### config.mk
export PLATFORM = sky130hd
export DESIGN_NAME = low_power_mode_sequencer
export DESIGN_NICKNAME = d
export VERILOG_FILES = /design/src/lpm_seq_pkg.sv /design/src/low_power_mode_sequencer.sv
export SDC_FILE = /design/constraint.sdc
export NUM_CORES = 1
export LEC_CHECK = 0
export ABC_CLOCK_PERIOD_IN_PS = 7600
export BUFFER_PORTS_ARGS = -buffer_cell sky130_fd_sc_hd__buf_4
export CAP_MARGIN = 40
export CORE_UTILIZATION = 50
export CTS_BUF_LIST = sky130_fd_sc_hd__clkbuf_8
export DETAILED_ROUTE_END_ITERATION = 10
export PLACE_DENSITY = 0.85
export SLEW_MARGIN = 20
export SYNTH_ARGS = -nofsm -noshare
export SYNTH_HDL_FRONTEND = slang
export SYNTH_SLANG_ARGS = --single-unit
### constraint.sdc
create_clock -name pclk -period 7.6 [get_ports pclk]
set_clock_uncertainty 0.2 [all_clocks]
set_input_delay 0 -clock pclk [delete_from_list [all_inputs] [get_ports pclk]]
set_output_delay 0 -clock pclk [all_outputs]
set_load 0.03 [all_outputs]
### src/lpm_seq_pkg.sv
`default_nettype none
package lpm_seq_pkg;
    localparam logic [7:0] OFF_CONTROL = 8'h00;
    localparam logic [7:0] OFF_WARMUP = 8'h04;
    localparam logic [7:0] OFF_TIMEBASE = 8'h08;
    localparam logic [7:0] OFF_STATUS = 8'h0C;

    localparam int CTL_FULL_HALT = 0;
    localparam int CTL_LIGHT_HALT = 1;
    localparam int CTL_TIMING_HALT = 2;
    localparam int CTL_SLOW = 3;
    localparam int CTL_DUAL = 4;
    localparam int CTL_HF_EXT = 5;
    localparam int CTL_VD_RESET_EN = 6;

    localparam int TB_ENABLE = 0;
    localparam int TB_SEL_LSB = 1;
    localparam int TB_IRQ_BIT = 5;

    localparam logic [7:0] WARMUP_RST = 8'h10;
    localparam logic TB_ENABLE_RST = 1'b0;
    localparam logic [2:0] TB_SEL_RST = 3'h0;
    localparam logic [31:0] PRDATA_RST = 32'h0000_0000;

    localparam logic [3:0] MACHINE_CYCLE_CLKS = 4'h4;
    localparam logic [11:0] WARMUP_UNIT_CLKS = 12'h010;
    localparam logic [11:0] WARMUP_RST_CLKS = 12'h100;

    // oscillator enable vector: {internal hf, external hf, external lf}
    localparam logic [2:0] OSC_RESET = 3'h4;

    typedef enum logic [3:0] {
        ST_RUN_FAST,
        ST_RUN_SLOW,
        ST_STOP,
        ST_VD_RESET,
        ST_OSC_START,
        ST_WARMUP,
        ST_CPU_HALT_FAST,
        ST_CPU_HALT_SLOW,
        ST_TB_ONLY_FAST,
        ST_TB_ONLY_SLOW
    } lpm_state_t;

    function automatic logic [2:0] osc_select(input logic slow, input logic dual,
                                               input logic hf_ext);
        logic [2:0] r;
        r = 3'h0;
        if (slow) begin
            r = 3'h1;
        end else begin
            r = hf_ext ? 3'h2 : 3'h4;
            r[0] = dual;
        end
        return r;
    endfunction

    function automatic logic [11:0] warmup_clks(input logic [7:0] w);
        return 12'(w) * WARMUP_UNIT_CLKS;
    endfunction
endpackage
`default_nettype wire

### src/low_power_mode_sequencer.sv
// Local design decisions: the APB register port and the register addresses.
`default_nettype none
// Overview of operation
// voltage drop in stop forces reset
// supply back: release reset, warm-up, fast run
// supply rise within one machine cycle ignored
// restart oscillators, freeze during whole warm-up
// warm-up length from software warm-up setting
// resume next instruction, clear timing prescaler
// start only oscillators selected before stop
// low-frequency oscillator restarts from dual or slow
// cpu halt stops cpu and watchdog only
// halt states preserve memory, registers, latches
// program counter held at entry plus two
// software disables master enable, enables wake source
// pending release condition blocks halt entry
// watchdog interrupt before entry blocks halt
// halt exit clears request, returns prior state
// any reset ends halt, then warm-up
// master off: wake resumes without servicing
// master on: wake services interrupt first
// timebase-only gates all peripheral clocks but timebase
// software disables peripherals before timing halt
// timing-halt exit clears bit, sets timebase latch
// timebase falling edge wakes, resumes next instruction
// all enables on: wake services timebase interrupt
// halt variant follows run speed at request
module low_power_mode_sequencer
    import lpm_seq_pkg::*;
(
    input wire logic pclk,
    input wire logic presetn,
    input wire logic psel,
    input wire logic penable,
    input wire logic pwrite,
    input wire logic [7:0] paddr,
    input wire logic [31:0] pwdata,
    output logic [31:0] prdata,
    output logic pready,
    output logic pslverr,
    input wire logic supply_ok,
    input wire logic master_irq_enable,
    input wire logic [7:0] irq_latch,
    input wire logic [7:0] source_irq_enable,
    input wire logic watchdog_irq,
    input wire logic [7:0] timebase_src_clk,
    output logic vd_reset_out,
    output logic cpu_stop,
    output logic watchdog_stop,
    output logic state_freeze,
    output logic periph_clk_enable,
    output logic timebase_clk_enable,
    output logic int_hf_osc_enable,
    output logic ext_hf_osc_enable,
    output logic ext_lf_osc_enable,
    output logic run_slow,
    output logic tg_clear,
    output logic resume_next,
    output logic irq_service_request,
    output logic timebase_latch_set
);
    // synchronisers: a change counts once stages two and three agree
    logic sup_s1_r, sup_s2_r, sup_s3_r, sup_f_r, sup_prev_r;
    logic sup_f_nxt;
    logic [7:0] tb_s1_r, tb_s2_r, tb_s3_r, tb_f_r, tb_prev_r;
    logic [7:0] tb_f_nxt;

    always_comb begin
        sup_f_nxt = (sup_s2_r == sup_s3_r) ? sup_s3_r : sup_f_r;
        tb_f_nxt = (tb_f_r & (tb_s2_r ^ tb_s3_r)) | (tb_s3_r & ~(tb_s2_r ^ tb_s3_r));
    end

    always_ff @(posedge pclk or negedge presetn) begin
        if (!presetn) begin
            sup_s1_r <= 1'b1;
            sup_s2_r <= 1'b1;
            sup_s3_r <= 1'b1;
            sup_f_r <= 1'b1;
            sup_prev_r <= 1'b1;
            tb_s1_r <= 8'h00;
            tb_s2_r <= 8'h00;
            tb_s3_r <= 8'h00;
            tb_f_r <= 8'h00;
            tb_prev_r <= 8'h00;
        end else begin
            sup_s1_r <= supply_ok;
            sup_s2_r <= sup_s1_r;
            sup_s3_r <= sup_s2_r;
            sup_f_r <= sup_f_nxt;
            sup_prev_r <= sup_f_r;
            tb_s1_r <= timebase_src_clk;
            tb_s2_r <= tb_s1_r;
            tb_s3_r <= tb_s2_r;
            tb_f_r <= tb_f_nxt;
            tb_prev_r <= tb_f_r;
        end
    end

    // apb decode
    logic acc_wr, acc_rd_setup, wr_ctl, wr_wu, wr_tb, addr_ok;
    assign addr_ok = (paddr == OFF_CONTROL) || (paddr == OFF_WARMUP) ||
                     (paddr == OFF_TIMEBASE) || (paddr == OFF_STATUS);
    assign acc_wr = psel && penable && pwrite;
    assign acc_rd_setup = psel && !penable && !pwrite;
    assign wr_ctl = acc_wr && (paddr == OFF_CONTROL);
    assign wr_wu = acc_wr && (paddr == OFF_WARMUP);
    assign wr_tb = acc_wr && (paddr == OFF_TIMEBASE);
    // read data is captured in setup so the access phase needs no wait state
    assign pready = 1'b1;
    assign pslverr = psel && penable && !addr_ok;

    lpm_state_t state_r, state_nxt;
    logic slow_r, dual_r, hf_ext_r, vd_en_r, tb_en_r;
    logic slow_nxt, dual_nxt, hf_ext_nxt, vd_en_nxt, tb_en_nxt;
    logic [7:0] warmup_r, warmup_nxt;
    logic [2:0] tb_sel_r, tb_sel_nxt;
    logic [31:0] prdata_r, prdata_nxt;
    logic [11:0] cnt_r, cnt_nxt;
    logic [2:0] saved_osc_r, saved_osc_nxt;
    logic ret_slow_r, ret_slow_nxt, from_reset_r, from_reset_nxt;
    logic tg_clear_r, tg_clear_nxt, resume_r, resume_nxt, svc_r, svc_nxt;
    logic tbl_r, tbl_nxt;
    logic in_run, in_stop_seq, in_cpu_halt, in_tb_only;
    logic wake_irq, tb_fall, supply_rise;

    assign in_run = (state_r == ST_RUN_FAST) || (state_r == ST_RUN_SLOW);
    assign in_cpu_halt = (state_r == ST_CPU_HALT_FAST) || (state_r == ST_CPU_HALT_SLOW);
    assign in_tb_only = (state_r == ST_TB_ONLY_FAST) || (state_r == ST_TB_ONLY_SLOW);
    assign in_stop_seq = (state_r == ST_STOP) || (state_r == ST_OSC_START) ||
                         ((state_r == ST_WARMUP) && !from_reset_r);
    assign wake_irq = |(irq_latch & source_irq_enable);
    assign tb_fall = tb_prev_r[tb_sel_r] && !tb_f_r[tb_sel_r];
    assign supply_rise = sup_f_r && !sup_prev_r;

    // register file; a voltage-detect reset returns it to reset values
    always_comb begin
        slow_nxt = slow_r;
        dual_nxt = dual_r;
        hf_ext_nxt = hf_ext_r;
        vd_en_nxt = vd_en_r;
        warmup_nxt = warmup_r;
        tb_en_nxt = tb_en_r;
        tb_sel_nxt = tb_sel_r;
        prdata_nxt = prdata_r;
        if (state_r == ST_VD_RESET) begin
            slow_nxt = 1'b0;
            dual_nxt = 1'b0;
            hf_ext_nxt = 1'b0;
            vd_en_nxt = 1'b0;
            warmup_nxt = WARMUP_RST;
            tb_en_nxt = TB_ENABLE_RST;
            tb_sel_nxt = TB_SEL_RST;
        end else begin
            if (wr_ctl) begin
                slow_nxt = pwdata[CTL_SLOW];
                dual_nxt = pwdata[CTL_DUAL];
                hf_ext_nxt = pwdata[CTL_HF_EXT];
                vd_en_nxt = pwdata[CTL_VD_RESET_EN];
            end
            if (wr_wu) begin
                warmup_nxt = pwdata[7:0];
            end
            if (wr_tb) begin
                tb_en_nxt = pwdata[TB_ENABLE];
                tb_sel_nxt = pwdata[TB_SEL_LSB +: 3];
            end
        end
        if (acc_rd_setup) begin
            prdata_nxt = 32'h0000_0000;
            if (paddr == OFF_CONTROL) begin
                prdata_nxt[CTL_FULL_HALT] = in_stop_seq;
                prdata_nxt[CTL_LIGHT_HALT] = in_cpu_halt;
                prdata_nxt[CTL_TIMING_HALT] = in_tb_only;
                prdata_nxt[CTL_SLOW] = slow_r;
                prdata_nxt[CTL_DUAL] = dual_r;
                prdata_nxt[CTL_HF_EXT] = hf_ext_r;
                prdata_nxt[CTL_VD_RESET_EN] = vd_en_r;
            end else if (paddr == OFF_WARMUP) begin
                prdata_nxt[7:0] = warmup_r;
            end else if (paddr == OFF_TIMEBASE) begin
                prdata_nxt[TB_ENABLE] = tb_en_r;
                prdata_nxt[TB_SEL_LSB +: 3] = tb_sel_r;
            end else if (paddr == OFF_STATUS) begin
                prdata_nxt[3:0] = state_r;
                prdata_nxt[4] = sup_f_r;
                prdata_nxt[5] = from_reset_r;
            end
        end
    end

    always_ff @(posedge pclk or negedge presetn) begin
        if (!presetn) begin
            slow_r <= 1'b0;
            dual_r <= 1'b0;
            hf_ext_r <= 1'b0;
            vd_en_r <= 1'b0;
            warmup_r <= WARMUP_RST;
            tb_en_r <= TB_ENABLE_RST;
            tb_sel_r <= TB_SEL_RST;
            prdata_r <= PRDATA_RST;
        end else begin
            slow_r <= slow_nxt;
            dual_r <= dual_nxt;
            hf_ext_r <= hf_ext_nxt;
            vd_en_r <= vd_en_nxt;
            warmup_r <= warmup_nxt;
            tb_en_r <= tb_en_nxt;
            tb_sel_r <= tb_sel_nxt;
            prdata_r <= prdata_nxt;
        end
    end

    // mode sequencer
    always_comb begin
        state_nxt = state_r;
        cnt_nxt = cnt_r;
        saved_osc_nxt = saved_osc_r;
        ret_slow_nxt = ret_slow_r;
        from_reset_nxt = from_reset_r;
        tg_clear_nxt = 1'b0;
        resume_nxt = 1'b0;
        svc_nxt = 1'b0;
        tbl_nxt = 1'b0;
        case (state_r)
            ST_RUN_FAST, ST_RUN_SLOW: begin
                state_nxt = slow_r ? ST_RUN_SLOW : ST_RUN_FAST;
                if (wr_ctl && pwdata[CTL_FULL_HALT]) begin
                    state_nxt = ST_STOP;
                    saved_osc_nxt = osc_select(slow_r, dual_r, hf_ext_r);
                    ret_slow_nxt = slow_r;
                    cnt_nxt = 12'h000;
                end else if (wr_ctl && pwdata[CTL_LIGHT_HALT]) begin
                    // a pending wake source or watchdog request cancels entry
                    if (!wake_irq && !watchdog_irq) begin
                        state_nxt = slow_r ? ST_CPU_HALT_SLOW : ST_CPU_HALT_FAST;
                        ret_slow_nxt = slow_r;
                    end
                end else if (wr_ctl && pwdata[CTL_TIMING_HALT]) begin
                    if (!watchdog_irq) begin
                        state_nxt = slow_r ? ST_TB_ONLY_SLOW : ST_TB_ONLY_FAST;
                        ret_slow_nxt = slow_r;
                    end
                end
            end
            ST_STOP: begin
                if (cnt_r < 12'(MACHINE_CYCLE_CLKS)) begin
                    cnt_nxt = cnt_r + 12'h001;
                end
                // a supply return in the first machine cycle is not a release
                if (supply_rise && (cnt_r >= 12'(MACHINE_CYCLE_CLKS))) begin
                    state_nxt = ST_OSC_START;
                end
            end
            ST_VD_RESET: begin
                if (sup_f_r) begin
                    state_nxt = ST_WARMUP;
                    from_reset_nxt = 1'b1;
                    saved_osc_nxt = OSC_RESET;
                    cnt_nxt = WARMUP_RST_CLKS;
                end
            end
            ST_OSC_START: begin
                state_nxt = ST_WARMUP;
                from_reset_nxt = 1'b0;
                cnt_nxt = warmup_clks(warmup_r);
            end
            ST_WARMUP: begin
                if (cnt_r == 12'h000) begin
                    if (from_reset_r) begin
                        state_nxt = ST_RUN_FAST;
                    end else begin
                        state_nxt = ret_slow_r ? ST_RUN_SLOW : ST_RUN_FAST;
                        resume_nxt = 1'b1;
                    end
                    tg_clear_nxt = 1'b1;
                    from_reset_nxt = 1'b0;
                end else begin
                    cnt_nxt = cnt_r - 12'h001;
                end
            end
            ST_CPU_HALT_FAST, ST_CPU_HALT_SLOW: begin
                if (wake_irq) begin
                    state_nxt = ret_slow_r ? ST_RUN_SLOW : ST_RUN_FAST;
                    svc_nxt = master_irq_enable;
                    resume_nxt = !master_irq_enable;
                end
            end
            ST_TB_ONLY_FAST, ST_TB_ONLY_SLOW: begin
                if (tb_fall) begin
                    state_nxt = ret_slow_r ? ST_RUN_SLOW : ST_RUN_FAST;
                    tbl_nxt = tb_en_r;
                    svc_nxt = master_irq_enable && source_irq_enable[TB_IRQ_BIT] &&
                              tb_en_r;
                    resume_nxt = !(master_irq_enable && source_irq_enable[TB_IRQ_BIT] &&
                                   tb_en_r);
                end
            end
            default: begin
                state_nxt = ST_VD_RESET;
            end
        endcase
        // a detector reset ends stop, any halt and run alike
        if (vd_en_r && !sup_f_r && (state_r != ST_VD_RESET)) begin
            state_nxt = ST_VD_RESET;
            tg_clear_nxt = 1'b0;
            resume_nxt = 1'b0;
            svc_nxt = 1'b0;
            tbl_nxt = 1'b0;
        end
    end

    always_ff @(posedge pclk or negedge presetn) begin
        if (!presetn) begin
            state_r <= ST_WARMUP;
            cnt_r <= WARMUP_RST_CLKS;
            saved_osc_r <= OSC_RESET;
            ret_slow_r <= 1'b0;
            from_reset_r <= 1'b1;
            tg_clear_r <= 1'b0;
            resume_r <= 1'b0;
            svc_r <= 1'b0;
            tbl_r <= 1'b0;
        end else begin
            state_r <= state_nxt;
            cnt_r <= cnt_nxt;
            saved_osc_r <= saved_osc_nxt;
            ret_slow_r <= ret_slow_nxt;
            from_reset_r <= from_reset_nxt;
            tg_clear_r <= tg_clear_nxt;
            resume_r <= resume_nxt;
            svc_r <= svc_nxt;
            tbl_r <= tbl_nxt;
        end
    end

    logic [2:0] osc_now;
    always_comb begin
        osc_now = 3'h0;
        if (in_run || in_cpu_halt || in_tb_only) begin
            osc_now = osc_select(slow_r, dual_r, hf_ext_r);
        end else if ((state_r == ST_OSC_START) || (state_r == ST_WARMUP)) begin
            osc_now = saved_osc_r;
        end
    end

    assign prdata = prdata_r;
    assign vd_reset_out = (state_r == ST_VD_RESET);
    assign cpu_stop = !in_run;
    assign watchdog_stop = in_cpu_halt || in_stop_seq || (state_r == ST_VD_RESET);
    // the cpu holds its pc, psw, registers and port latches while this is high
    assign state_freeze = in_cpu_halt || in_tb_only || in_stop_seq;
    assign periph_clk_enable = in_run || in_cpu_halt;
    assign timebase_clk_enable = in_run || in_cpu_halt || in_tb_only;
    assign int_hf_osc_enable = osc_now[2];
    assign ext_hf_osc_enable = osc_now[1];
    assign ext_lf_osc_enable = osc_now[0];
    assign run_slow = (state_r == ST_RUN_SLOW);
    assign tg_clear = tg_clear_r;
    assign resume_next = resume_r;
    assign irq_service_request = svc_r;
    assign timebase_latch_set = tbl_r;
endmodule
`default_nettype wire

==> results of run 1 <==
-- kinds of logic after synthesis --
| kind of cell | after synthesis | synth area share |
|---|---|---|
| and+or+nand+nor | 170 | 0.180 |
| AOI/OAI and AO/OA | 104 | 0.146 |
| DFF | 94 | 0.500 |
| buffers and inverters | 58 | 0.0687 |
| muxes | 27 | 0.0738 |
| adders and majority gates | 12 | 0.0270 |
| other | 2 | 0.00159 |
| xor gates and xnor gates | 2 | 0.00370 |
-- power breakdown --
group | switching (mW) | internal, mW | leakage [nW] | total [mW]
logic | 0.197 | 0.120 | 1.45 | 0.317
clock network | 0.203 | 0.131 | 0.0994 | 0.334
registers | 0.0400 | 0.537 | 1.18 | 0.577
-- final cells by class --
| class | instances | area (sq um) |
|---|---|---|
| clock buffer | 9 | 124 |
| tap | 111 | 139 |
| clock inverter | 7 | 80.1 |
| fill | 718 | 3360 |
| inverter | 11 | 41.3 |
| antenna | 1 | 2.50 |
| timing repair buffer | 112 | 956 |
| multi-input combinational | 340 | 2130 |
| sequential | 94 | 2370 |
-- worst min path at each step --
stage	from	slack [ns]	endpoint	depth (start not counted)
floorplan	presetn	-0.50	asynchronous set/reset pin	0
global placement	presetn	-0.30	cnt_r[1]	1
detailed placement	presetn	-0.30	cnt_r[1]	1
CTS	pwrite	0.02	prdata[3]	4
global route	timebase_src_clk[6]	0.07	tb_s1_r[6]	2
finish	pwrite	0.07	prdata[3]	4
-- state kept, by name (all words and copies together), names as in the netlist, 3 cells and up, named ones only --
| register | flops |
|---|---|
| cnt_r | 12 |
| prdata | 8 |
| tb_prev_r | 8 |
| tb_s1_r | 8 |
| tb_s2_r | 8 |
| tb_s3_r | 8 |
| warmup_r | 8 |
| state_r | 4 |
| saved_osc_r | 3 |
| tb_sel_r | 3 |
-- cells in the final DEF (no fill, tap or decap), drive strengths merged, types with 6 or more instances in the layout --
cell	synthesis	layout
dfrtp	83	83
buf	33	74
nor2	54	54
nand2	38	38
dlygate4sd3	0	38
o21ai	29	29
conb	2	25
a21oi	20	20
mux2i	18	18
inv	11	14
nor3	12	12
nand3	12	12
dfstp	11	11
nand2b	9	9
a22o	9	9
maj3	9	9
clkbuf	14	9
nor2b	8	8
a22oi	8	8
o31ai	8	8
mux4	6	6
-- per-stage QoR --
| step | cell area, sq um | utilization |
|---|---|---|
| detailed placement | 5230 | 0.569 |
| global placement | 5210 | 0.567 |
| global route | 5840 | 0.635 |
| CTS | 5820 | 0.633 |
| floorplan | 4820 | - |
| finish | 5840 | 0.635 |
-- layer usage --
metal / global-route usage / vias to the layer above / routed length, um
met5: 0 / - / 0
li1: - / 1841 / -
met4: 0.143 / 0 / 473
met2: 0.428 / 231 / 5870
met3: 0.0506 / 42 / 974
met1: 0.331 / 1927 / 4670
-- worst min-delay path, stage by stage --
cell and delay [ns]:
buf_4 0.09, nor2_1 0.04, nand2_1 0.28, a22o_1 0.20
==> results.json, run 1 <==
{
  "status": "finished, final reports clean",
  "synth_top_area_frac": 0.439,
  "cp_top_family": "simple AND/OR/NAND/NOR gates",
  "synth-seq-cells": 94,
  "clk_pin_slew_ns": 0.11,
  "p_leak_nw": 2.73,
  "yosysMostFrequentCell": "dfrtp_1",
  "required_ns": 7.69,
  "grt-ovfl-total": 0,
  "reg2reg_from": "state_r[0]",
  "synthFlopType": "dfrtp_1",
  "crit_path_max_incr_delay_ns": 0.73,
  "critical_path_depth": 8,
  "grt_use_total": 0.262,
  "cp-start-kind": "register",
  "place_hpwl_mm": 8.11,
  "ir_worst_vdd_v": 0.000154,
  "drt_wl_total_mm": 12.0,
  "drive_gt1_frac": 0.202,
  "slowest_stage": "dfstp_2",
  "grt_pass1_vias": 4023,
  "slew_viol_final": 0,
  "hold_viol": 0,
  "relSlewSlack": 0.508,
  "reg2reg_depth": 8,
  "hold_ws_ns": 0.0707,
  "synthTopCellsByArea": "dfrtp_1 (44%), dfstp_2 (6.1%), buf_4 (4.3%)",
  "vias": 4041,
  "reg2reg_slack_ns": 3.85,
  "hold_buffers": 38,
  "crit_chain": "nand4bb_1 -> inv_1 -> ha_1 -> and2_1 -> o21ai_0 -> a21oi_1 -> or4_1 -> o22ai_1",
  "synth.cell_area_sq_mm": 0.00473,
  "via_per_inst": 5.90,
  "grt_pass1_wl_mm": 19.7,
  "p_total_mw": 1.23,
  "areaGrowthSynthToFinish_pct": 23.3,
  "post_cts_buffers": 0,
  "core_sq_mm": 0.00920,
  "die_y_um": 99.3,
  "place.gp.congestion": 0.898,
  "synth_cell_types": 61,
  "numCtsBuffers": 9,
  "power_density_mw_per_mm2": 210,
  "maxCapViolCount": 0,
  "pin_count": 120,
  "yosysWarnings": 0,
  "worstMarginPinSlew_ns": 0.732,
  "clockBufferDepth": 2,
  "grt_max_degree": 43,
  "worst_hold_path_type": "input port to register",
  "clk_latency_ns": 0.36,
  "cts_resized": 0,
  "initial_utilization": 0.515,
  "worstSetupPathType": "register to register",
  "place_inst": 629,
  "reg2reg_to": "cnt_r[11]",
  "crit_path_end_kind": "register",
  "wire_per_inst_um": 17.5,
  "htree_levels": 3,
  "crit_buf_inv": 1,
  "grt_setup_unrepaired": "no",
  "clock-root-buffer": "clkbuf_8",
  "final_cells": 685,
  "fmax_mhz": 267,
  "netlist_instances": 469,
  "nets": 643,
  "die_w_um": 99.3,
  "setup_slack_ns": 3.85,
  "critPathLaunch": "state_r[0]",
  "synth-edff-count": 0,
  "pre_cts_ws_ns": 3.94,
  "cts_tree": "done",
  "drcViolationCount": 0,
  "row_count": 35,
  "min_period_over_period": 0.493,
  "yosysSeqAreaShare": 0.500,
  "post-synth-top-area-cell": "dfrtp_1",
  "crit_arrival_ns": 3.83,
  "antenna_found_initial": 1,
  "drt_iter0_drc": 314,
  "ant_nets": 0,
  "portBuffers": 70,
  "setup_viol": 0,
  "firstDrtPassIters": 5,
  "period_needed_ns": 3.75,
  "synth-async-reset-ratio": 1.00,
  "die-area_sq_mm": 0.00986,
  "yosys-top-cells-count": "dfrtp_1 (83), nor2_1 (53), nand2_1 (38), buf_4 (27), a21oi_1 (19)",
  "tns_ns": 0,
  "clock-sinks": 94,
  "avgSynthCellArea_sq_um": 10.1,
  "endpoint": "cnt_r[11]",
  "path_max_fanout": 16
}
Power figures use the tool's default switching activity.
==> inputs of run 2 (changes only) <==
- ABC_AREA: unset -> 1
- ABC_CLOCK_PERIOD_IN_PS: 7600 -> 3300
- PLACE_DENSITY: 0.85 -> 0.87
- clock period: 7.6 -> 3.3 ns (I/O delays scaled with it)
==> results.json, run 2 <==
{
  "status": "finished, final reports clean",
  "reg2reg_depth": 11,
  "p_leak_nw": 2.95,
  "diodes": 0,
  "ir_worst_vdd_v": 0.000327,
  "synthTopCellsByArea": "dfrtp_1 (42%), nand2_1 (13%), dfstp_2 (5.9%)",
  "maxCapViolCount": 0,
  "clock-sinks": 94,
  "slew_viol_final": 0,
  "wire_per_inst_um": 15.3,
  "synth_compound_area_frac": 0.115,
  "place_hpwl_mm": 9.05,
  "yosysMostFrequentCell": "nand2_1",
  "drt_iter0_drc": 314,
  "final_common_cell": "nand2_1",
  "synth-xor-area-share": 0.00536,
  "ant_nets": 0,
  "via_per_inst": 5.35,
  "crit_arrival_ns": 3.27,
  "nets": 777,
  "final_cell_mix": "nand2_1 (164), dfrtp_1 (83), buf_4 (76)",
  "drcViolationCount": 0,
  "grt-ovfl-total": 0,
  "crit_chain": "dlygate4sd3_1 -> buf_4 -> nor2_1 -> dlygate4sd3_1 -> nand2_1 -> inv_1 -> nand3_1 -> dlygate4sd3_1 -> o21ai_4 -> nand3_1 -> dlygate4sd3_1 -> nand2_1",
  "synthFlopType": "dfrtp_1",
  "clk_latency_ns": 0.37,
  "cts_tree": "done",
  "worst_hold_path_type": "input port to asynchronous set/reset pin",
  "avgSynthCellArea_sq_um": 8.33,
  "areaGrowthSynthToFinish_pct": 22.7,
  "row_count": 35,
  "initial_utilization": 0.523,
  "core_sq_mm": 0.00937,
  "reg2reg_to": "irq_service_request",
  "cp-start-kind": "input port",
  "synth-seq-cells": 94,
  "fmax_mhz": 317,
  "synth_top_area_frac": 0.424,
  "grt_pass1_wl_mm": 20.5,
  "die_y_um": 101,
  "cp_common_cell": "dlygate4sd3_1",
  "post-synth-top-area-cell": "dfrtp_1",
  "drt_wl_total_mm": 12.8,
  "clock-root-buffer": "clkbuf_8",
  "synth.cell_area_sq_mm": 0.00490,
  "vias": 4474,
  "die-area_sq_mm": 0.0102,
  "required_ns": 3.41,
  "numCtsBuffers": 9,
  "crit_path_end_kind": "register",
  "path_max_fanout": 5,
  "grt_max_degree": 65,
  "netlist_instances": 588,
  "yosys-top-cells-count": "nand2_1 (164), dfrtp_1 (83), inv_1 (65), nor2_1 (40), o21ai_0 (35)",
  "htree_levels": 3,
  "hold_viol": 0,
  "p_total_mw": 3.36,
  "setup_viol": 0,
  "grt_use_total": 0.261,
  "grt_setup_unrepaired": "no",
  "cts_resized": 0,
  "synthAdderAreaFrac": 0.0260,
  "firstDrtPassIters": 5,
  "min_period_over_period": 0.957,
  "drive_gt1_frac": 0.199,
  "period_needed_ns": 3.16,
  "largest_register_ffs": 12,
  "pin_count": 120,
  "clockBufferDepth": 2,
  "relSlewSlack": 0.489,
  "clk_pin_slew_ns": 0.10,
  "worstSetupPathType": "input port to register",
  "tns_ns": 0,
  "synthSimpleGateAreaFrac": 0.263,
  "synth-async-reset-ratio": 1.00,
  "synth_cell_types": 49,
  "reg2reg_from": "state_r[2]",
  "place.gp.congestion": 0.916,
  "worstMarginPinSlew_ns": 0.766,
  "antenna_found_initial": 0,
  "yosysSeqAreaShare": 0.483,
  "grt_pass1_vias": 4420,
  "power_density_mw_per_mm2": 558,
  "die_w_um": 101,
  "top_register": "cnt_r",
  "slowest_stage": "dlygate4sd3_1",
  "crit_path_max_incr_delay_ns": 0.64,
  "yosysWarnings": 0,
  "portBuffers": 70,
  "reg2reg_slack_ns": 0.67,
  "synth-edff-count": 0,
  "synth.area.mux_share": 0,
  "synth_top_family_by_area": "simple AND/OR/NAND/NOR gates"
}
[run 2: per-stage QoR]
| step | instances | setup slack [ns] | instance area [sq um] | utilization | hold WS [ns] |
|---|---|---|---|---|---|
| 2_1_floorplan | 611 | 1.04 | 4990 | - | -0.496 |
| 3_3_place_gp | 783 | 0.837 | 5460 | 0.583 | -0.0974 |
| 3_5_place_dp | 783 | 0.789 | 5460 | 0.583 | -0.0905 |
| 4_1_cts | 834 | 0.225 | 6000 | 0.640 | 0.0238 |
| 5_1_grt | 836 | 0.0158 | 6010 | 0.642 | 0.0598 |
| 6_report | 836 | 0.142 | 6010 | 0.642 | 0.0264 |
[run 2: worst max path at each step]
| stage | slack (ns) | start | cells after the start | end |
|---|---|---|---|---|
| 2_1_floorplan | 1.04 | state_r[0] | 19 | cnt_r[10] |
| 3_3_place_gp | 0.84 | state_r[0] | 18 | cnt_r[10] |
| 3_5_place_dp | 0.79 | state_r[0] | 19 | cnt_r[8] |
| 4_1_cts | 0.22 | paddr[4] | 12 | warmup_r[7] |
| 5_1_grt | 0.02 | paddr[4] | 12 | warmup_r[7] |
| 6_report | 0.14 | paddr[4] | 12 | warmup_r[7] |
[run 2: layer usage]
metal  GRT usage  vias up  wire, um
met5           0        -         0
met4       0.115        0       393
met3      0.0548       43       828
met2       0.463      202      6570
met1       0.304     2143      5040
li1            -     2086         -
[run 2: cell families after synthesis]
kind of cell | after synthesis
buf+inv | 104
compound gates | 92
other cells | 2
xor+xnor | 3
flops | 94
simple gates | 281
fa+ha+maj | 12
[run 2: power by group]
part	total, mW	internal [mW]	switching, mW	leakage [nW]
logic	1.18	0.374	0.805	1.68
registers	1.43	1.31	0.127	1.16
clock network	0.745	0.293	0.452	0.0984
total	3.36	1.97	1.38	2.95
[run 2: cell type report]
| type | count | area (sq um) |
|---|---|---|
| clock inverters | 7 | 62.6 |
| fillers | 730 | 3360 |
| inverters | 73 | 278 |
| repair buffers | 111 | 921 |
| multi-input cells | 413 | 2100 |
| flip-flops and latches | 94 | 2370 |
| clock buffers | 9 | 124 |
| well taps | 129 | 161 |
[run 2: worst max-delay path, delay by kind of cell]
family / cells / cell delay (ns)
buffers and inverters: 6 / 2.58
AOI/OAI and AO/OA: 1 / 0.21
and+or+nand+nor: 5 / 0.47
[run 2: timing repair]
| item | 4_1_cts | 5_1_grt |
|---|---|---|
| hold endpoints to repair | 104 | 0 |
| setup endpoints to repair | 0 | 1 |
| setup buffers | 0 | 2 |
| hold buffers | 35 | 0 |
==> inputs of run 3 (changes only) <==
- ABC_AREA: 1 -> unset
- CAP_MARGIN: 40 -> 20
- PLACE_DENSITY: 0.87 -> 0.88
==> results.json, run 3 (synthesis results as in run 1) <==
{
  "place_hpwl_mm": 8.90,
  "status": "complete, but fails checks",
  "numCtsBuffers": 9,
  "hold_buffers": 30,
  "grt_use_total": 0.267,
  "grt_setup_unrepaired": "no",
  "ant_nets": 0,
  "grt_pass1_vias": 4119,
  "period_needed_ns": 3.04,
  "clockBufferDepth": 2,
  "final_cell_mix": "buf_4 (87), dfrtp_1 (83), nor2_1 (53)",
  "drt_wl_total_mm": 12.5,
  "largest_register_ffs": 12,
  "setup_viol": 0,
  "top_register": "cnt_r",
  "cp-start-kind": "register",
  "violations": "design-rule violations, negative hold slack",
  "worstMarginPinSlew_ns": 0.691,
  "slew_viol_final": 0,
  "diodes": 0,
  "clk_pin_slew_ns": 0.10,
  "areaGrowthSynthToFinish_pct": 23.0,
  "portBuffers": 70,
  "maxCapViolCount": 0,
  "routed-wl-met2_mm": 5.87,
  "drt_iter0_drc": 376,
  "power_density_mw_per_mm2": 491,
  "pin_count": 120,
  "path_max_fanout": 15,
  "crit_path_end_kind": "register",
  "grt-ovfl-total": 0,
  "grt_max_degree": 48,
  "die-area_sq_mm": 0.00986,
  "tns_ns": 0,
  "final_common_cell": "buf_4",
  "p_leak_nw": 2.74,
  "wire_per_inst_um": 18.1,
  "drive_gt1_frac": 0.223,
  "row_count": 35,
  "initial_utilization": 0.515,
  "crit_arrival_ns": 3.13,
  "core_sq_mm": 0.00920,
  "hold_ws_ns": -0.0160,
  "hold_viol": 12,
  "htree_levels": 3,
  "min_period_over_period": 0.920,
  "cts_tree": "done",
  "clock-sinks": 94,
  "vias": 4089,
  "cts_resized": 0,
  "post_cts_buffers": 0,
  "drcViolationCount": 2,
  "die_w_um": 99.3,
  "ir_worst_vdd_v": 0.000308,
  "worstSetupPathType": "register to register",
  "via_per_inst": 5.93,
  "grt_pass1_wl_mm": 20.4,
  "postLayoutCoreUtil": 0.633,
  "worst_hold_path_type": "input port to asynchronous set/reset pin",
  "clk_latency_ns": 0.37,
  "top_layer_used": "met4",
  "nets": 648,
  "firstDrtPassIters": 8,
  "die_y_um": 99.3,
  "place.gp.congestion": 0.909,
  "m1WireLength_mm": 5.15,
  "dr_wl_met3_mm": 1.08,
  "clock-root-buffer": "clkbuf_8",
  "antenna_found_initial": 0,
  "required_ns": 3.39,
  "relSlewSlack": 0.536,
  "fmax_mhz": 329
}
==> run 3: changes by cell type in the layout (fill, tap and decap cells not counted), moves of 10 or more <==
cell,change
nor2_1,+13
nand3_1,-22
o21ai_1,+10
mux2i_1,+18
o21ai_0,-19
nand2_1,-126
buf_4,+11
inv_1,-54
==> run 3: area by class of cell <==
| cell class | count | area (sq um) |
|---|---|---|
| Multi-Input combinational cell | 340 | 2130 |
| Sequential cell | 94 | 2370 |
| Clock buffer | 9 | 124 |
| Timing Repair Buffer | 117 | 953 |
| Fill cell | 703 | 3370 |
| Tap cell | 111 | 139 |
| Inverter | 11 | 41.3 |
| Clock inverter | 7 | 71.3 |
==> run 3: path summary, 6_finish.rpt <==
| check | start | to | slack (ns) | cells after the start |
|---|---|---|---|---|
| hold reg to reg | tb_s1_r[0] | tb_s2_r[0] | 0.16 | 0 |
| setup reg to reg | state_r[0] | cnt_r[10] | 0.26 | 9 |
| hold / removal | presetn | cnt_r[3] | -0.02 | 2 |
| min in group pclk | source_irq_enable[4] | state_r[1] | 0.04 | 6 |
| max in group asynchronous | presetn | state_r[0] | 2.12 | 3 |
| setup / recovery | state_r[0] | cnt_r[10] | 0.26 | 9 |
==> run 3: per-layer routing <==
metal,track usage,vias to the layer above
li1,-,1846
met1,0.360,1950
met2,0.433,252
met3,0.0372,41
met4,0.118,0
met5,0,-
==> run 3: where the power goes <==
group / switching, mW / internal [mW] / leakage (nW) / total [mW]
Clock: 0.464 / 0.296 / 0.0931 / 0.760
Combinational: 0.485 / 0.298 / 1.47 / 0.783
Sequential: 0.0807 / 1.24 / 1.18 / 1.32
Total: 1.03 / 1.83 / 2.74 / 2.86
==> run 3: metrics by stage <==
stage	hold slack, ns	power, mW	setup slack [ns]	std cells	instance area [sq um]
after global routing	0.0409	3.00	0.0856	689	5820
final	-0.0160	2.86	0.265	689	5820
after global placement	-0.161	2.07	0.406	643	5330
after detailed placement	-0.148	2.08	0.315	643	5330
after floorplan	-0.496	1.82	0.426	492	4820
after CTS	0.00242	2.87	0.306	689	5820
==> run 3: critical path, cell delays in order, from the launching register on <==
cell and delay [ns]:
dfstp_2 0.73, nand4bb_1 0.30, xnor2_1 0.25, ha_1 0.32, and3_1 0.28, nand2_1 0.07
a2bb2oi_1 0.38, a21oi_1 0.17, xor2_1 0.16, o21ai_1 0.12
